### config.mk
export PLATFORM = sky130hd
export DESIGN_NAME = gpio_exp_top
export DESIGN_NICKNAME = d
export VERILOG_FILES = /design/src/rtl/gpio_exp_pkg.sv /design/src/rtl/gpio_exp_reg_if.sv /design/src/rtl/gpio_exp_regs.sv /design/src/rtl/gpio_exp_top.sv
export VERILOG_INCLUDE_DIRS = /design/src /design/src/rtl
export SDC_FILE = /design/constraint.sdc
export NUM_CORES = 1
export LEC_CHECK = 0
export BUFFER_PORTS_ARGS = -buffer_cell sky130_fd_sc_hd__buf_4
export CORE_UTILIZATION = 55
export CTS_BUF_LIST = sky130_fd_sc_hd__clkbuf_4
export CTS_CLUSTER_DIAMETER = 40
export CTS_CLUSTER_SIZE = 30
export DETAILED_ROUTE_END_ITERATION = 10
export GPL_TIMING_DRIVEN = 1
export PLACE_DENSITY = 0.78
export REMOVE_ABC_BUFFERS = 1
export SLEW_MARGIN = 5
export SYNTH_ARGS = -nofsm -noshare
export SYNTH_HDL_FRONTEND = slang
export SYNTH_SLANG_ARGS = --single-unit
### constraint.sdc
create_clock -name sys_clk_i -period 5 [get_ports sys_clk_i]
set_input_delay 0 -clock sys_clk_i [delete_from_list [all_inputs] [get_ports sys_clk_i]]
set_output_delay 0 -clock sys_clk_i [all_outputs]
set_load 0.005 [all_outputs]
### src/rtl/gpio_exp_cfg.svh
// constants for the two-wire gpio expander front end
`ifndef GPIO_EXP_CFG_SVH
`define GPIO_EXP_CFG_SVH
`define GX_ADDR_BASE 7'h20
`define GX_NPINS 16
`define GX_CMD_IN0 3'h0
`define GX_CMD_IN1 3'h1
`define GX_CMD_OUT0 3'h2
`define GX_CMD_OUT1 3'h3
`define GX_CMD_POL0 3'h4
`define GX_CMD_POL1 3'h5
`define GX_CMD_CFG0 3'h6
`define GX_CMD_CFG1 3'h7
`define GX_OUT_RST 16'hFFFF
`define GX_POL_RST 16'h0000
`define GX_CFG_RST 16'hFFFF
`define GX_BIT_LAST 3'h7
`endif

### src/rtl/gpio_exp_pkg.sv
// types for the two-wire gpio expander front end
package gpio_exp_pkg;
  typedef enum logic [2:0] {
    ST_IDLE = 3'h0,
    ST_ADDR = 3'h1,
    ST_AACK = 3'h3,
    ST_RX = 3'h2,
    ST_RACK = 3'h6,
    ST_TX = 3'h7,
    ST_TACK = 3'h5
  } link_state_e;
  typedef logic [2:0] reg_idx_t;
endpackage

### src/rtl/gpio_exp_reg_if.sv
// carrier between the serial front end and the register store
`timescale 1ns/1ps
`default_nettype none
interface gpio_exp_reg_if;
  logic soft_rst;
  logic wr;
  logic [2:0] idx;
  logic [7:0] wdata;
  logic [7:0] rdata;
  logic snap;
  logic [15:0] pins;
  logic [15:0] out_val;
  logic [15:0] dir_in;
  logic [15:0] in_snap;
  modport front (output soft_rst, wr, idx, wdata, snap, pins,
                 input rdata, out_val, dir_in, in_snap);
  modport store (input soft_rst, wr, idx, wdata, snap, pins,
                 output rdata, out_val, dir_in, in_snap);
endinterface
`default_nettype wire

### src/rtl/gpio_exp_regs.sv
// register store: output, polarity, direction and input snapshot
`timescale 1ns/1ps
`default_nettype none
`include "gpio_exp_cfg.svh"
module gpio_exp_regs
  import gpio_exp_pkg::*;
(
  input wire logic sys_clk_i,
  input wire logic rst_i,
  gpio_exp_reg_if.store rb
);
  logic [15:0] out_q, out_d, pol_q, pol_d, cfg_q, cfg_d, snap_q, snap_d;
  logic [7:0] rdata_q, rdata_d;
  logic [15:0] in_now;

  // input levels as software sees them, after optional inversion
  assign in_now = rb.pins ^ pol_q;

  // writes land in the byte that idx names; bit n is pin n of the group
  always_comb begin
    out_d = out_q;
    pol_d = pol_q;
    cfg_d = cfg_q;
    snap_d = snap_q;
    if (rb.wr) begin
      case (rb.idx)
        `GX_CMD_OUT0: out_d[7:0] = rb.wdata;
        `GX_CMD_OUT1: out_d[15:8] = rb.wdata;
        `GX_CMD_POL0: pol_d[7:0] = rb.wdata;
        `GX_CMD_POL1: pol_d[15:8] = rb.wdata;
        `GX_CMD_CFG0: cfg_d[7:0] = rb.wdata;
        `GX_CMD_CFG1: cfg_d[15:8] = rb.wdata;
        default: ; // input bytes ignore writes
      endcase
    end
    // a read of an input byte rearms the change alert for that group
    if (rb.snap && rb.idx == `GX_CMD_IN0) snap_d[7:0] = rb.pins[7:0];
    if (rb.snap && rb.idx == `GX_CMD_IN1) snap_d[15:8] = rb.pins[15:8];
    if (rb.soft_rst) begin
      out_d = `GX_OUT_RST;
      pol_d = `GX_POL_RST;
      cfg_d = `GX_CFG_RST;
      snap_d = rb.pins;
    end
  end

  // registered read data
  always_comb begin
    case (rb.idx)
      `GX_CMD_IN0: rdata_d = in_now[7:0];
      `GX_CMD_IN1: rdata_d = in_now[15:8];
      `GX_CMD_OUT0: rdata_d = out_q[7:0];
      `GX_CMD_OUT1: rdata_d = out_q[15:8];
      `GX_CMD_POL0: rdata_d = pol_q[7:0];
      `GX_CMD_POL1: rdata_d = pol_q[15:8];
      `GX_CMD_CFG0: rdata_d = cfg_q[7:0];
      default: rdata_d = cfg_q[15:8];
    endcase
  end

  // defaults on power-up: every pin an input
  always_ff @(posedge sys_clk_i or posedge rst_i) begin
    if (rst_i) begin
      out_q <= `GX_OUT_RST;
      pol_q <= `GX_POL_RST;
      cfg_q <= `GX_CFG_RST;
      snap_q <= 16'h0000;
      rdata_q <= 8'h00;
    end else begin
      out_q <= out_d;
      pol_q <= pol_d;
      cfg_q <= cfg_d;
      snap_q <= snap_d;
      rdata_q <= rdata_d;
    end
  end

  assign rb.rdata = rdata_q;
  assign rb.out_val = out_q;
  assign rb.dir_in = cfg_q;
  assign rb.in_snap = snap_q;
endmodule // gpio_exp_regs
`default_nettype wire

### src/rtl/gpio_exp_top.sv
// serial slave front end and pin drivers of a 16-pin gpio expander
`timescale 1ns/1ps
`default_nettype none
`include "gpio_exp_cfg.svh"
module gpio_exp_top
  import gpio_exp_pkg::*;
#(
  parameter int NPINS = `GX_NPINS
) (
  input wire logic sys_clk_i,
  input wire logic rst_i,
  input wire logic reset_n_i,
  input wire logic addr_strap_i,
  input wire logic scl_i,
  input wire logic sda_i,
  output logic sda_o,
  output logic sda_oe_n_o,
  input wire logic [NPINS-1:0] port_i,
  output logic [NPINS-1:0] port_o,
  output logic [NPINS-1:0] port_oe_n_o,
  output logic [NPINS-1:0] high_side_driver_o,
  output logic [NPINS-1:0] low_side_driver_o,
  output logic alert_o,
  output logic alert_oe_n_o
);
  gpio_exp_reg_if rb ();

  // two-flop synchronisers; a third stage on the bus lines finds edges
  logic [3:0] s1_q, s2_q;
  logic scl_q3, sda_q3;
  logic [NPINS-1:0] pin1_q, pin2_q;
  always_ff @(posedge sys_clk_i or posedge rst_i) begin
    if (rst_i) begin
      s1_q <= 4'hF;
      s2_q <= 4'hF;
      scl_q3 <= 1'b1;
      sda_q3 <= 1'b1;
      pin1_q <= '0;
      pin2_q <= '0;
    end else begin
      s1_q <= {reset_n_i, addr_strap_i, scl_i, sda_i};
      s2_q <= s1_q;
      scl_q3 <= s2_q[1];
      sda_q3 <= s2_q[0];
      pin1_q <= port_i;
      pin2_q <= pin1_q;
    end
  end

  logic scl, sda, strap, soft_rst;
  logic scl_rise, scl_fall, start_ev, stop_ev;
  assign sda = s2_q[0];
  assign scl = s2_q[1];
  assign strap = s2_q[2];
  assign soft_rst = ~s2_q[3];
  assign scl_rise = scl & ~scl_q3;
  assign scl_fall = ~scl & scl_q3;
  // data moving while clock stays high is a control event, not data
  assign start_ev = scl & scl_q3 & ~sda & sda_q3;
  assign stop_ev = scl & scl_q3 & sda & ~sda_q3;

  // bus machine state
  link_state_e st_q, st_d;
  logic [2:0] cnt_q, cnt_d;
  logic [7:0] sh_q, sh_d;
  logic rw_q, rw_d, hold_q, hold_d, first_q, first_d, acked_q, acked_d;
  logic got_q, got_d; // eight bits shifted in, waiting for the closing fall
  reg_idx_t cmd_q, cmd_d;
  logic wr_d, snap_d;
  logic [6:0] own_addr;

  // strap is trusted stable for the whole transfer, so read it live
  assign own_addr = `GX_ADDR_BASE | {6'h00, strap};

  // next-state logic of the serial slave
  always_comb begin
    st_d = st_q;
    cnt_d = cnt_q;
    sh_d = sh_q;
    rw_d = rw_q;
    hold_d = hold_q;
    first_d = first_q;
    acked_d = acked_q;
    got_d = got_q;
    cmd_d = cmd_q;
    wr_d = 1'b0;
    snap_d = 1'b0;
    if (start_ev) begin
      st_d = ST_ADDR;
      cnt_d = 3'h0;
      hold_d = 1'b0;
      got_d = 1'b0;
    end else if (stop_ev) begin
      st_d = ST_IDLE;
      hold_d = 1'b0;
    end else begin
      case (st_q)
        ST_ADDR, ST_RX: begin
          if (scl_rise) begin
            sh_d = {sh_q[6:0], sda};
            cnt_d = cnt_q + 3'h1;
            // the fall that closes a start must not pass for a full byte
            if (cnt_q == `GX_BIT_LAST) got_d = 1'b1;
          end
          if (scl_fall && got_q) begin
            got_d = 1'b0;
            if (st_q == ST_RX) begin
              hold_d = 1'b1;
              st_d = ST_RACK;
              if (first_q) cmd_d = reg_idx_t'(sh_q[2:0]);
              else wr_d = 1'b1;
            end else if (sh_q[7:1] == own_addr) begin
              hold_d = 1'b1;
              rw_d = sh_q[0];
              st_d = ST_AACK;
            end else begin
              st_d = ST_IDLE;
            end
          end
        end
        ST_RACK: begin
          if (scl_fall) begin
            hold_d = 1'b0;
            st_d = ST_RX;
            // data after the command byte alternates within the pair
            if (!first_q) cmd_d = cmd_q ^ 3'h1;
            first_d = 1'b0;
          end
        end
        ST_AACK: begin
          if (scl_fall) begin
            cnt_d = 3'h0;
            if (rw_q) begin
              sh_d = rb.rdata;
              hold_d = ~rb.rdata[7];
              snap_d = 1'b1;
              st_d = ST_TX;
            end else begin
              hold_d = 1'b0;
              first_d = 1'b1;
              st_d = ST_RX;
            end
          end
        end
        ST_TX: begin
          if (scl_fall) begin
            cnt_d = cnt_q + 3'h1;
            sh_d = {sh_q[6:0], 1'b0};
            if (cnt_q == `GX_BIT_LAST) begin
              hold_d = 1'b0;
              st_d = ST_TACK;
            end else begin
              hold_d = ~sh_q[6];
            end
          end
        end
        ST_TACK: begin
          if (scl_rise) begin
            acked_d = ~sda;
            if (!sda) cmd_d = cmd_q ^ 3'h1;
          end
          if (scl_fall) begin
            cnt_d = 3'h0;
            if (acked_q) begin
              sh_d = rb.rdata;
              hold_d = ~rb.rdata[7];
              snap_d = 1'b1;
              st_d = ST_TX;
            end else begin
              hold_d = 1'b0;
              st_d = ST_IDLE;
            end
          end
        end
        default: begin
          st_d = ST_IDLE;
          hold_d = 1'b0;
        end
      endcase
    end
    if (soft_rst) begin
      st_d = ST_IDLE;
      hold_d = 1'b0;
      got_d = 1'b0;
      cmd_d = `GX_CMD_IN0;
      wr_d = 1'b0;
      snap_d = 1'b0;
    end
  end

  // bus machine registers
  always_ff @(posedge sys_clk_i or posedge rst_i) begin
    if (rst_i) begin
      st_q <= ST_IDLE;
      cnt_q <= 3'h0;
      sh_q <= 8'h00;
      rw_q <= 1'b0;
      hold_q <= 1'b0;
      first_q <= 1'b0;
      acked_q <= 1'b0;
      got_q <= 1'b0;
      cmd_q <= `GX_CMD_IN0;
    end else begin
      st_q <= st_d;
      cnt_q <= cnt_d;
      sh_q <= sh_d;
      rw_q <= rw_d;
      hold_q <= hold_d;
      first_q <= first_d;
      acked_q <= acked_d;
      got_q <= got_d;
      cmd_q <= cmd_d;
    end
  end

  assign rb.soft_rst = soft_rst;
  assign rb.wr = wr_d;
  assign rb.idx = (cmd_d == cmd_q) ? cmd_q : cmd_d;
  assign rb.wdata = sh_q;
  assign rb.snap = snap_d;
  assign rb.pins = pin2_q;

  gpio_exp_regs u_regs (
    .sys_clk_i(sys_clk_i),
    .rst_i(rst_i),
    .rb(rb)
  );

  // pin driver next values, one slice per pin
  logic [NPINS-1:0] hs_d, ls_d;
  logic [NPINS-1:0] hs_q, ls_q, oe_n_q, pv_q;
  logic alert_q, sda_oe_n_q;
  genvar g;
  for (g = 0; g < NPINS; g++) begin : g_pin
    assign hs_d[g] = ~rb.dir_in[g] & rb.out_val[g];
    assign ls_d[g] = ~rb.dir_in[g] & ~rb.out_val[g];
  end

  // registered pin, alert and data-line drive; open-drain enables low to drive
  always_ff @(posedge sys_clk_i or posedge rst_i) begin
    if (rst_i) begin
      hs_q <= '0;
      ls_q <= '0;
      oe_n_q <= '1;
      pv_q <= '0;
      alert_q <= 1'b1;
      sda_oe_n_q <= 1'b1;
    end else begin
      hs_q <= hs_d;
      ls_q <= ls_d;
      oe_n_q <= rb.dir_in;
      pv_q <= rb.out_val;
      // alert releases once levels match the last read snapshot
      alert_q <= ~|((pin2_q ^ rb.in_snap) & rb.dir_in);
      sda_oe_n_q <= ~hold_q;
    end
  end

  // the data line is only ever pulled low
  assign sda_o = 1'b0;
  assign sda_oe_n_o = sda_oe_n_q;
  assign port_o = pv_q;
  assign port_oe_n_o = oe_n_q;
  assign high_side_driver_o = hs_q;
  assign low_side_driver_o = ls_q;
  assign alert_o = 1'b0;
  assign alert_oe_n_o = alert_q;
endmodule // gpio_exp_top
`default_nettype wire

# Word-level counts from Yosys, hierarchy flattened
# Cells that the tools add are included.
[totals]
register_bits = 202
input_bits = 22
out_inout_bits = 68
elab_cells = 283
[classes]
n_addsub = 1
n_eq_ne = 48
muxes = 94
bitwise = 85
reduce_logical = 25
[ops]
columns = ["operator", "count"]
rows = [
  ["$mux 16", 7],
  ["$mux 8", 14],
  ["$mux 3", 24],
  ["$pmux 8 s7", 1],
  ["$not 1->1", 43],
  ["$mux 1", 40],
  ["$and 1x1->1", 39],
  ["$pmux 8 s4", 1],
  ["$xor 16x16->16", 2],
  ["$ne 5x5->1 const B", 6],
  ["$eq 3x3->1 const B", 8],
  ["$reduce_and 6->1", 4],
  ["$ne 2x2->1 const B", 10],
  ["$pmux 3 s3", 2],
  ["$and 16x16->16", 1],
  ["$ne 2x1->1 const B", 8],
  ["$reduce_or 16->1", 1],
  ["$pmux 3 s5", 1],
  ["$eq 3x2->1 const B", 4],
  ["$reduce_and 2->1", 6],
  ["$ne 3x3->1 const B", 3],
  ["$reduce_and 9->1", 1],
  ["$ne 4x1->1 const B", 2],
  ["$reduce_and 4->1", 2],
  ["16 further kinds", 23],
]

# Depth between registers and ports, before layout
# Gate-level depths: netlist of the first run.
[logic_depth]
ltp_word = 14
ltp_mapped = 10
depth_no_buf = 8

# Modules after synthesis
# A second synthesis of the first run with hierarchy kept.
[hier_totals]
cells_unflattened = 647
area_unflattened_um2 = 8267.9
[modules_own_cells]
columns = ["module", "instances", "cells_per_inst", "area_each_um2", "seq_area_each_um2"]
rows = [
  ["gpio_exp_top", 1, 333, 4683.2, 3288.2],
  ["gpio_exp_regs", 1, 314, 3584.7, 1841.8],
]

# Worst setup path before layout of the first run
# OpenSTA, ideal clock, no wires.
[synth_timing]
path_type = "flip-flop to flip-flop"
from = "reg scl_q3"
to = "reg u_regs.snap_q[3], in the netlist u_regs.rb.in_snap[3]"
setup_time_ns = 0.125
arrival_time_ns = 2.395
t_required_ns = 4.875
setup_slack_ns = 2.481
stages_incl_launch_ff = 7
path_buffers = 0
path_cell_list = "dfstp_2 nand4bb_2 nor2_1 mux2_4 or4_4 o21ai_4 mux2_2"
[synth_between]
elab_chain_len = 12
[synth_lines]
columns = ["item", "line", "text"]
rows = [
  ["start: declaration", "gpio_exp_top.sv:30", "logic scl_q3, sda_q3;"],
  ["start signal: assignment", "gpio_exp_top.sv:43", "scl_q3 <= s2_q[1];"],
  ["$and 1x1->1 or $not 1->1 (tied branches)", "gpio_exp_top.sv:57, gpio_exp_top.sv:56", ""],
  ["$logic_and 1x1->1 or $and 1x1->1 (tied branches)", "gpio_exp_top.sv:105, gpio_exp_top.sv:56", ""],
  ["$mux 3 or $mux 1 (tied branches)", "gpio_exp_top.sv:105, gpio_exp_top.sv:158", ""],
  ["$pmux 3 s3", "gpio_exp_top.sv:97", "case (st_q)"],
  ["$mux 3", "gpio_exp_top.sv:93", "end else if (stop_ev) begin"],
  ["$mux 3", "gpio_exp_top.sv:88", "if (start_ev) begin"],
  ["$mux 3", "gpio_exp_top.sv:181", "if (soft_rst) begin"],
  ["$eq 3x3->1", "gpio_exp_top.sv:218", "assign rb.idx = (cmd_d == cmd_q) ? cmd_q : cmd_d;"],
  ["$mux 3", "gpio_exp_top.sv:218", ""],
  ["$logic_not 3->1 (no line)", "--", ""],
  ["$logic_and 1x1->1 (no line) *", "--", ""],
  ["$ne 2x1->1 (no line) *", "--", ""],
  ["end signal: assignment", "gpio_exp_regs.sv:73", "snap_q <= snap_d;"],
  ["end: declaration", "gpio_exp_regs.sv:12", "logic [15:0] out_q, out_d, pol_q, pol_d, cfg_q, cfg_d, snap_q, snap_d;"],
]
# Every way passes the cells marked *; elsewhere a longest branch is shown, timed or not.
# A chain may end at the register's enable or synchronous reset.

# Worst setup path after layout of the first run
[layout_timing]
from = "reg st_q[0]"
to = "reg u_regs.snap_q[7], in the netlist u_regs.rb.in_snap[7]"
[layout_between]
elab_chain_len = 12
[layout_lines]
columns = ["item", "line", "text"]
rows = [
  ["start: declaration", "gpio_exp_top.sv:63", "link_state_e st_q, st_d;"],
  ["start signal: assignment", "gpio_exp_top.sv:204", "st_q <= st_d;"],
  ["$eq 3x2->1", "gpio_exp_top.sv:97, gpio_exp_top.sv:107", ""],
  ["$mux 3", "gpio_exp_top.sv:107", "if (st_q == ST_RX) begin"],
  ["$mux 3", "gpio_exp_top.sv:105", "if (scl_fall && got_q) begin"],
  ["$pmux 3 s3", "gpio_exp_top.sv:97", ""],
  ["$mux 3", "gpio_exp_top.sv:93", ""],
  ["$mux 3", "gpio_exp_top.sv:88", ""],
  ["$mux 3", "gpio_exp_top.sv:181", ""],
  ["$eq 3x3->1", "gpio_exp_top.sv:218", ""],
  ["$mux 3", "gpio_exp_top.sv:218", ""],
  ["$logic_not 3->1 (no line)", "--", ""],
  ["$logic_and 1x1->1 (no line) *", "--", ""],
  ["$ne 2x1->1 (no line) *", "--", ""],
]
# Marks and branches as above.

==> qor.txt, run 1 <==
Area of the core: 14600 um2
Mapped Area: 8240 um2
DP Wirelength: 12300 um
I/O Buffers: 87
Largest net degree at the start of global routing: 151
Pwr Density: 312 nW/um2
Post-synth EDFFs: 0
Minimum clock period after layout: 3230 ps
Pre-Repair DR Iteration Count: 5
Ports: 90
Inserted Diodes: 0
Hold_sp: port_i[11]
Number of global-route vias before repair: 5620
Post-Syn Area per Cell: 11.9 um2
Postcts setup bufs: 0
Placed cell count: 931
R2r endpoint: u_regs.rb.in_snap[7]
Register area share after synthesis: 62.3%
Synthesis Warnings: 0
Vias/cell: 5.49
Total grt overflow: 0
Worst vdd ir: 221 uV
First-pass GRT wire length: 30000 um
Final hold viol count: 0
Leak pwr: 4.50 nW
Final worst path period share: 64.6%
Via count: 5556
Hold depth: 2
Share of cells above drive strength 1: 27.9%
Initial Utilization: 56.5%
Startpoint Class: flop
Yosys cell types: 64
CTS tree: done
DRT iter0 DRCs: 427
Total Power: 0.00306 W
Setup repair after global routing missed its margin: false
Outcome: completed
Post-Syn Instances: 695
Setup WS pre-CTS: 1870 ps
Clock transition at path regs: 130 ps
Placed Area: 8980 um2
Worst reg2reg path depth: 7
Crit Path Class: reg -> reg
Least-Margin Pin Slew: 1180 ps
Final setup margin: 1770 ps
Routability cong.: 0.934
Overall die area: 15500 um2
Worst Skew: 64.3 ps
Hold worst-path end: pin1_q[11]
Rows: 44
Final core utilization: 67.1%
Routed length per instance: 18.1 um
Synth Register Bits: 202
Crit Path Max Fanout: 23
Final setup violation count: 0
Max_slew headroom: 20.7%
Area Overhead vs Synth: 18.9%
Data required time at the worst endpoint: 5510 ps
Max-slew violations: 0
Post-synth ARST share: 100%
Max Cap Viol: 0
Clk buf depth: 3
Remaining DRCs: 0
Total track usage: 24.4%
Routed wire length: 18300 um
Worst-Skew Late Latency: 660 ps
CP arrival: 3740 ps
Die width: 124 um
Cts bufs inserted: 24
Die Ht: 124 um
CTS Sinks: 202
Fin cells: 1012
Clock root buffer: clkbuf_4
Initial antenna violation count: 0
Fmax: 0.310 GHz
Fin nets: 834
Fill cells: 1064
Reg2reg setup slack: 1770 ps
Min-delay worst type: in -> reg
Final Instance Area: 9790 um2
Crit path capture type: flop
Final antenna-violating net count: 0
H-tree Lvls: 1
R2R Path Start: st_q[0]
Ys flop type: dfrtp_1
-- state kept, by name, summed over array words and instances, names as in the netlist, 4 cells and up --
signal and count:
rb.wdata 8, u_regs.rb.in_snap 16, s2_q 4, u_regs.rb.dir_in 16, pin2_q 16, port_oe_n_o 16, pin1_q 16, s1_q 4
u_regs.rb.out_val 16, high_side_driver_o 16, u_regs.rb.rdata 8, port_o 16, low_side_driver_o 16, u_regs.pol_q 16
-- placed cells by master, fill, tap and decap left out, drive strengths merged, types with 4 or more instances in the layout --
cell type / Yosys / layout
buf: 19 / 89
xnor2: 10 / 10
a22oi: 8 / 8
clkbuf: 19 / 26
dlygate4sd3: 0 / 37
a21oi: 23 / 23
nand4: 5 / 5
nand3: 23 / 23
mux2: 20 / 20
nor2: 59 / 59
nand2: 84 / 84
nor3: 14 / 14
dfrtp: 142 / 142
o21ai: 35 / 35
xor2: 27 / 27
or2: 4 / 4
dfstp: 60 / 60
and3: 4 / 4
a22o: 12 / 12
nor3b: 11 / 11
a31oi: 4 / 4
clkinv: 0 / 8
inv: 5 / 10
nor2b: 21 / 21
o211ai: 7 / 7
nand2b: 4 / 4
mux2i: 40 / 40
-- timing repair --
| item | CTS | global route |
|---|---|---|
| setup endpoints to repair | 0 | 0 |
| resized for setup | 0 | 0 |
| hold endpoints to repair | 111 | 0 |
| hold buffers | 37 | 0 |
-- cell families after synthesis --
logic type / synth area share (%)
other: 0.0455
XOR/XNOR: 3.93
multiplexers: 7.64
AND/OR/NAND/NOR: 14.7
flip-flops: 62.3
buffers and inverters: 2.31
AO/OA/AOI/OAI: 8.84
adder cells (fa/ha/maj): 0.304
-- synth_stat cells, drive strengths merged (2+ instances only) --
cell type | number | area [um2]
dfrtp | 142 | 3550
nand2 | 84 | 315
dfstp | 60 | 1580
nor2 | 59 | 221
mux2i | 40 | 400
o21ai | 35 | 198
xor2 | 27 | 236
a21oi | 23 | 115
nand3 | 23 | 120
nor2b | 21 | 131
mux2 | 20 | 229
buf | 19 | 100
clkbuf | 19 | 71.3
nor3 | 14 | 70.1
a22o | 12 | 105
nor3b | 11 | 82.6
xnor2 | 10 | 87.6
a22oi | 8 | 60.1
o211ai | 7 | 52.6
inv | 5 | 18.8
nand4 | 5 | 58.8
a31oi | 4 | 25.0
and3 | 4 | 25.0
nand2b | 4 | 32.5
or2 | 4 | 25.0
a32oi | 3 | 33.8
and2 | 3 | 18.8
nand3b | 3 | 26.3
o21a | 3 | 22.5
a31o | 2 | 17.5
ha | 2 | 25.0
o31ai | 2 | 15.0
or4 | 2 | 18.8
-- worst max-delay path, stage by stage (launching register included) --
cell and delay (ps):
dfrtp_1 640, nand2b_1 330, a32oi_2 380, o221ai_2 210, o21bai_4 530, inv_2 270
o21ai_4 380, mux2_2 390
-- area by class of cell --
type	instances	area (um2)	area share (%)
flip-flops and latches	202	5130	52.4
clock buffers	26	195	1.99
multi-input cells	451	2920	29.8
repair buffers	126	1040	10.6
clock inverters	18	251	2.57
inverters	5	26.3	0.268
well taps	184	230	2.35
-- where the power goes --
group | total (W) | switching, W | leakage (nW) | internal, W
combinational | 0.000186 | 0.0000940 | 1.88 | 0.0000920
clock | 0.00111 | 0.000639 | 0.235 | 0.000467
sequential | 0.00177 | 0.0000782 | 2.39 | 0.00169
-- worst max path at each step --
stage                        from                    to  slack, ps  cells after the start
after floorplan             rst_i               acked_q       -410                      1
after global placement    st_q[2]       u_regs.pol_q[2]       1920                      5
after detailed placement  st_q[0]  u_regs.rb.in_snap[7]       1870                      7
after CTS                 st_q[2]  u_regs.rb.in_snap[7]       1830                      6
after global routing      st_q[2]  u_regs.rb.in_snap[7]       1560                      7
final                     st_q[0]  u_regs.rb.in_snap[7]       1770                      7
-- per-layer routing --
| metal | vias to the layer above | global-route usage [%] | routed length [um] |
|---|---|---|---|
| li1 | 2619 | - | - |
| met1 | 2704 | 36.5 | 8510 |
| met2 | 206 | 37.5 | 8350 |
| met3 | 27 | 3.35 | 1150 |
| met4 | 0 | 6.80 | 323 |
| met5 | - | 0 | 0 |
-- stage by stage --
stage / hold WS, ps / setup TNS, ps
2_1_floorplan: 4.48 / -58420
3_3_place_gp: 108 / 0
3_5_place_dp: 110 / 0
4_1_cts: 0.877 / 0
5_1_grt: 3.04 / 0
6_report: 39.1 / 0
Power figures use the tool's default switching activity.
==> run 2: changes to the inputs <==
--- a/config.mk
+++ b/config.mk
@@ -6,6 +6,7 @@
 export SDC_FILE = /design/constraint.sdc
 export NUM_CORES = 1
 export LEC_CHECK = 0
+export ABC_AREA = 1
 export BUFFER_PORTS_ARGS = -buffer_cell sky130_fd_sc_hd__buf_4
 export CORE_UTILIZATION = 55
 export CTS_BUF_LIST = sky130_fd_sc_hd__clkbuf_4
==> constraint.sdc (replaced) <==
create_clock -name sys_clk_i -period 2.7 [get_ports sys_clk_i]
set_input_delay 0 -clock sys_clk_i [delete_from_list [all_inputs] [get_ports sys_clk_i]]
set_output_delay 0 -clock sys_clk_i [all_outputs]
set_load 0.005 [all_outputs]
==> run 2 against run 1 <==
Compared with the run above:
- the flow now finishes with violations (DRC)
- sequential power up 88%
- maximum frequency up 33%
- sequential cell count unchanged
- die area up 1.5%
- wire length up 8.2%
- area after synthesis up 1.6%
- clock power up 93%
- global-route usage up 2.1 points
- via count up 20%
- clock skew up 7.7 ps
- final cell count up 20%
- final area up 3.5%
- critical path type unchanged
- largest cell class unchanged
==> qor.txt, run 2 <==
Outcome: finished with violations
Failing checks: DRC
Total grt overflow: 0 (unchanged)
Fin cells: 1218 (+20%)
Detail Route met3 WL: 1740 um (+51%)
Routed length per instance: 16.3 um (-10%)
Setup WS pre-CTS: 324 ps (-1540 ps)
Post-Syn Instances: 865 (+24%)
Final setup margin: 277 ps (-1490 ps)
Worst-Skew Late Latency: 690 ps (+30 ps)
Post-synth top cells: nand2_1, dfrtp_1, nor2_1
First-pass GRT wire length: 32800 um (+9.5%)
Minimum clock period after layout: 2420 ps (-805 ps)
Final setup violation count: 0 (unchanged)
Synth area leader: dfrtp_1
Final core utilization: 68.9% (+1.8 points)
Fmax: 0.413 GHz (+33%)
Max Cap Viol: 0 (unchanged)
I/O Buffers: 87 (unchanged)
DRT iter0 DRCs: 555 (+30%)
Ys flop type: dfrtp_1
DR WL met2: 8710 um (+4.4%)
Yosys cell types: 44 (-31%)
Post-Syn Area per Cell: 9.67 um2 (-18%)
Die Ht: 125 um (+0.77%)
Worst Skew: 72.0 ps (+7.72 ps)
Register area share after synthesis: 61.3% (-0.97 points)
Crit path capture type: flop
CTS Sinks: 202 (unchanged)
Share of cells above drive strength 1: 24.8% (-3.1 points)
Cts bufs inserted: 26 (+8.3%)
Pwr Density: 584 nW/um2 (+87%)
Final antenna-violating net count: 0 (unchanged)
Max_slew headroom: 57.7% (+37 points)
Top sig layer: met4
Area Overhead vs Synth: 21.1%
Clock root buffer: clkbuf_4
Remaining DRCs: 12 (+12)
Commonest cells after routing, fill and taps aside: nand2_1, dfrtp_1, nor2_1
Top-count cell post-synth: nand2_1
Commonest non-fill, non-tap cell in the layout: nand2_1
Data required time at the worst endpoint: 3270 ps (-2240 ps)
Clock transition at path regs: 100 ps (-30 ps)
Vias/cell: 5.49 (about the same)
DP Wirelength: 13500 um (+9.6%)
CTS tree: done
Mapped Area: 8370 um2 (+1.6%)
Via count: 6684 (+20%)
Synth top area share: 42.5% (-0.67 points)
Post-synth ARST share: 100% (unchanged)
Synth Register Bits: 202 (unchanged)
Hold depth: 0 (-2)
Area of the core: 14700 um2 (+0.75%)
Setup repair after global routing missed its margin: false
Min-delay worst type: reg -> reg
Initial antenna violation count: 1 (+1)
Crit Path Max Fanout: 22 (-4.3%)
Startpoint Class: flop
Clk buf depth: 3 (unchanged)
Fill cells: 1135 (+6.7%)
Critical path buffer and inverter count: 1 (unchanged)
Overall die area: 15700 um2 (+1.5%)
Largest net degree at the start of global routing: 91 (-40%)
Fin Hold WS: 351 ps (+312 ps)
Synthesis Warnings: 0 (unchanged)
Total track usage: 26.5% (+2.1 points)
Rows: 44 (unchanged)
Top post-synthesis cells by area: dfrtp_1, dfstp_2, nand2_1
Routability cong.: 0.922 (-1.3%)
Max-slew violations: 0 (unchanged)
Worst-path cell chain: nand2_2, nor2_2, nand2_1, nand2_1, nand2_1, nor2_1, nor2_1, nor2_4, buf_4, nand4_4, nand2_2, nand2_1, nand2_1
Initial Utilization: 56.9% (+0.46 points)
Crit Path Class: reg -> reg
Crit path top cell by count: nand2_1
Placed cell count: 1127 (+21%)
Final worst path period share: 89.8% (+25 points)
Routed wire length: 19800 um (+8.2%)
Fin nets: 1037 (+24%)
Slowest CP cell: dfstp_2
Least-Margin Pin Slew: 634 ps (-546 ps)
CP delay by family, top: simple AND/OR/NAND/NOR gates
Worst vdd ir: 491 uV (+120%)
Metal1 wirelength: 8950 um (+5.1%)
Number of global-route vias before repair: 6240 (+11%)
Pre-Repair DR Iteration Count: 9 (+4)
Die width: 125 um (+0.77%)
Leak pwr: 4.89 nW (+8.6%)
CP arrival: 2990 ps (-750 ps)
Post-synth EDFFs: 0 (unchanged)
Final hold viol count: 0 (unchanged)
Max stage delay on crit path: 600 ps (-40 ps)
Worst reg2reg path depth: 13 (+6)
Ports: 90 (unchanged)
WP depth: 13 (+6)
H-tree Lvls: 1 (unchanged)
run 2: worst register-to-register path: cells and delay by family (launching register included):
family | cells | cell delay [ps]
DFF | 1 | 600
buffers and inverters | 1 | 290
and+or+nand+nor | 12 | 1490
run 2: final cells by class:
type | count | area (um2) | area share (%)
Inverter | 63 | 244 | 2.41
Tap cell | 184 | 230 | 2.27
Sequential cell | 202 | 5130 | 50.6
Timing Repair Buffer | 148 | 1240 | 12.2
Antenna cell | 1 | 2.50 | 0.0247
Multi-Input combinational cell | 572 | 2830 | 27.9
Clock inverter | 19 | 238 | 2.35
Clock buffer | 29 | 218 | 2.15
run 2: final timing paths:
kind                       slack [ps]                     to    start
hold / removal                    350                s2_q[0]  s1_q[0]
min in group asynchronous         600   u_regs.rb.in_snap[0]    rst_i
setup reg to reg                  280  u_regs.rb.in_snap[15]   scl_q3
hold reg to reg                   350                s2_q[0]  s1_q[0]
max in group asynchronous        1320         port_oe_n_o[2]    rst_i
setup / recovery                  280  u_regs.rb.in_snap[15]   scl_q3
run 2: logic make-up after synthesis:
group                      share of synthesized area, %
other                                            0.0448
AOI/OAI and AO/OA                                  5.53
xor gates and xnor gates                           2.09
adders and majority gates                         0.299
buffers and inverters                              4.92
and+or+nand+nor                                    25.8
DFF                                                61.3
run 2: stage by stage:
step           TNS (ps)  instance area, um2  power, W
2_1_floorplan   -457020                8200   0.00357
3_3_place_gp          0                9260   0.00376
3_5_place_dp          0                9260   0.00378
4_1_cts               0               10100   0.00596
5_1_grt               0               10100   0.00617
6_report              0               10100   0.00592
run 2: power breakdown:
part           switching (W)  internal [W]  total (W)
combinational       0.000247      0.000198   0.000445
clock                0.00117      0.000975    0.00214
sequential          0.000132       0.00320    0.00333
run 2: what timing repair did:
item,CTS,global route
gates resized for setup,0,0
hold buffers,42,0
endpoints found under the hold margin,192,0
setup buffers,0,0
run 2: per-layer routing:
metal,up-vias,GRT usage [%]
met4,0,7.60
met2,331,39.4
li1,3149,-
met3,43,3.98
met1,3161,40.7
met5,-,0
==> run 3: changes to the inputs <==
--- a/config.mk
+++ b/config.mk
@@ -19,4 +19,5 @@
 export SLEW_MARGIN = 5
 export SYNTH_ARGS = -nofsm -noshare
 export SYNTH_HDL_FRONTEND = slang
+export SYNTH_HIERARCHICAL = 1
 export SYNTH_SLANG_ARGS = --single-unit
==> run 3 against run 2 <==
Compared with the run above:
- the flow now finishes without violations
- final cell count rose by 7.1%
- worst setup slack got worse by 170 ps
- global-route usage rose by 1.1 points
- die area rose by 2.5%
- core utilization fell by 0.22 points
- clock skew fell by 20 ps
- synthesized cell count rose by 8.1%
- clock power fell by 10%
- sequential power rose by 3%
- final area rose by 3.1%
- worst hold slack got worse by 310 ps
- first-iteration DRC count rose by 26%
- critical path type unchanged
- largest power group unchanged
==> qor.txt, run 3 <==
Reg2reg setup slack: 100 ps (-170 ps)
Routability cong.: 0.988 (+7.1%)
Total track usage: 27.6% (+1.1 points)
Clk buf depth: 3 (unchanged)
Clock transition at path regs: 140 ps (+40 ps)
Number of global-route vias before repair: 6384 (+2.3%)
Max stage delay on crit path: 580 ps (-20 ps)
Share of total power in sequential cells: 57.6% (+1.3 points)
DP Wirelength: 15100 um (+12%)
CTS Sinks: 202 (unchanged)
Routed length per instance: 16.4 um (+0.84%)
Area of the core: 15200 um2 (+3.4%)
Register area share after synthesis: 59.8% (-1.5 points)
Cell-internal power: 0.00426 W (-2.5%)
Die width: 127 um (+1.2%)
Max-slew violations: 0 (unchanged)
Cts bufs inserted: 26 (unchanged)
Post-Syn Area per Cell: 9.18 um2 (-5.1%)
Worst reg2reg path depth: 12 (-1)
Die Ht: 127 um (+1.2%)
Crit path capture type: flop
Final hold viol count: 0 (unchanged)
I/O Buffers: 87 (unchanged)
Final Instance Area: 10400 um2 (+3.1%)
Fin nets: 1121 (+8.1%)
Yosys cell types: 39 (-11%)
Final core utilization: 68.7% (-0.22 points)
Top post-synthesis cells by area: dfrtp_1, dfstp_2, nand2_1
Worst-path cell chain: inv_1, nor2_1, nand2_1, nor2_1, nand2_1, nor2_1, a21oi_1, nor2_2, buf_4, nand3_1, o21ai_4, o21ai_0
Initial antenna violation count: 0 (-1)
Mapped Area: 8580 um2 (+2.5%)
Final setup violation count: 0 (unchanged)
Commonest cells after routing, fill and taps aside: nand2_1, dfrtp_1, nor2_1
Post-synth ARST share: 100% (unchanged)
Remaining DRCs: 0 (-12)
Pwr Density: 572 nW/um2 (-2.0%)
Area Overhead vs Synth: 21.8%
Data required time at the worst endpoint: 3190 ps (-80 ps)
Portion of total power attributed to the clock network: 32.2% (-4.0 points)
Least-Margin Pin Slew: 763 ps (+129 ps)
Inserted Diodes: 0 (-1)
Via count: 6899 (+3.2%)
First-pass GRT wire length: 34100 um (+4.0%)
Overall die area: 16100 um2 (+2.5%)
Synthesis Warnings: 6 (+6)
Minimum clock period after layout: 2600 ps (+175 ps)
Routed wire length: 21400 um (+8.0%)
R2r endpoint: u_regs/pol_q[12]
Final worst path period share: 96.2% (+6.5 points)
DRT iter0 DRCs: 697 (+26%)
Crit Path Class: reg -> reg
Sw Ratio: 28.7% (+2.6 points)
Post-Syn Instances: 935 (+8.1%)
Leak pwr: 5.09 nW (+4.1%)
Fmax: 0.385 GHz (-6.7%)
Synth top area share: 41.4% (-1.1 points)
Share of cells above drive strength 1: 24.8% (about the same)
Placed Area: 9530 um2 (+3.0%)
Critical path buffer and inverter count: 2 (+1)
Slowest CP cell: dfstp_2
Final antenna-violating net count: 0 (unchanged)
Post-synth top cells: nand2_1, dfrtp_1, nor2_1
Min-delay worst type: in -> async
R2R Path Start: scl_q3
Ys flop type: dfrtp_1
CTS tree: done
CP arrival: 3090 ps (+100 ps)
Pre-Repair DR Iteration Count: 5 (-4)
H-tree Lvls: 1 (unchanged)
Max Cap Viol: 0 (unchanged)
Total grt overflow: 0 (unchanged)
Worst-Skew Late Latency: 660 ps (-30 ps)
Startpoint Class: flop
CP delay by family, top: simple AND/OR/NAND/NOR gates
Commonest non-fill, non-tap cell in the layout: nand2_1
Clock root buffer: clkbuf_4
Crit path top cell by count: nor2_1
Vias/cell: 5.29 (-3.7%)
Crit Path Max Fanout: 8 (-64%)
Post-synth EDFFs: 0 (unchanged)
Synth area leader: dfrtp_1
Ports: 90 (unchanged)
Outcome: completed
Rows: 45 (+2.3%)
Largest net degree at the start of global routing: 74 (-19%)
Synth Register Bits: 202 (unchanged)
Initial Utilization: 56.4% (-0.48 points)
Worst Skew: 52.2 ps (-19.8 ps)
Top-count cell post-synth: nand2_1
Worst vdd ir: 709 uV (+44%)
Combinational power share: 10.2% (+2.7 points)
Psw: 0.00172 W (+11%)
Max_slew headroom: 49.0% (-8.7 points)
==> run 3: cell count changes in the layout (fill, tap and decap cells not counted), moves of 5 or more <==
| cell | previous run | this run |
|---|---|---|
| nand4_1 | 53 | 35 |
| o21ai_0 | 31 | 40 |
| xor2_1 | 12 | 3 |
| inv_1 | 51 | 70 |
| nor2_1 | 109 | 122 |
| nor3b_1 | 0 | 8 |
| nand3_1 | 65 | 77 |
| a21oi_1 | 17 | 12 |
| nor2_4 | 2 | 7 |
| nand2_1 | 205 | 249 |
| buf_4 | 104 | 109 |
==> run 3: how the worst max path moves through the flow <==
| stage | from | to | slack (ps) | depth (start not counted) |
|---|---|---|---|---|
| after floorplan | scl_q3 | u_regs/rb.out_val[10] | -960 | 14 |
| final | scl_q3 | u_regs/pol_q[12] | 100 | 12 |
| after CTS | scl_q3 | u_regs/rb.dir_in[0] | 120 | 17 |
| after detailed placement | scl_q3 | u_regs/rb.dir_in[0] | 130 | 17 |
| after global placement | scl_q3 | u_regs/pol_q[8] | 230 | 14 |
| after global routing | scl_q3 | u_regs/pol_q[12] | -3 | 12 |
==> run 3: routing by layer <==
metal	wire [um]	up-vias	GRT usage [%]
met2	9360	319	41.7
met1	9580	3191	40.7
met4	558	0	8.05
li1	-	3339	-
met5	0	-	0
met3	1940	50	5.36
==> run 3: what timing repair did <==
action                     4_1_cts  5_1_grt
setup endpoints to repair        0       55
hold buffers                    42        0
buffers inserted                 0        3
hold endpoints to repair       175        0
resized for setup                0       10
==> run 3: power groups by stage <==
stage / clock network (W) / registers (W) / logic [W]
after global placement: 0 / 0.00348 / 0.000540
after detailed placement: 0 / 0.00350 / 0.000555
after floorplan: 0 / 0.00344 / 0.000291
after CTS: 0.00197 / 0.00344 / 0.000603
final: 0.00192 / 0.00344 / 0.000610
after global routing: 0.00213 / 0.00347 / 0.000678
==> run 3: stage by stage <==
stage	TNS [ps]	worst slack (ps)	hold WS [ps]	cells	power, W
floorplan	-120930	-960	4.48	910	0.00373
global placement	0	229	-12.2	1210	0.00402
detailed placement	0	135	-10.5	1210	0.00405
CTS	0	117	24.6	1300	0.00601
global route	-3.47	-3.47	57.2	1305	0.00628
finish	0	102	37.3	1305	0.00598
==> run 3: final cells by class <==
class                           instances  area (um2)
Clock buffer                           27         203
Clock inverter                         21         216
Fill cell                            1215        4750
Inverter                               83         317
Multi-Input combinational cell        627        3000
Sequential cell                       202        5130
Tap cell                              188         235
Timing Repair Buffer                  157        1340
==> run 3: tightest hold or removal path: stages <==
cell and delay [ps]:
dlygate4sd3_1 540, buf_4 140, inv_2 550
==> run 3: kinds of logic (layout without fill, tap and decap cells) <==
group,count (synthesis),in the layout,synth area share (%)
buffers and inverters,109,288,5.79
adders and majority gates,2,2,0.292
other,1,2,0.0437
and+or+nand+nor,536,538,28.4
AOI/OAI and AO/OA,74,74,4.58
DFF,202,202,59.8
xor gates and xnor gates,11,11,1.12
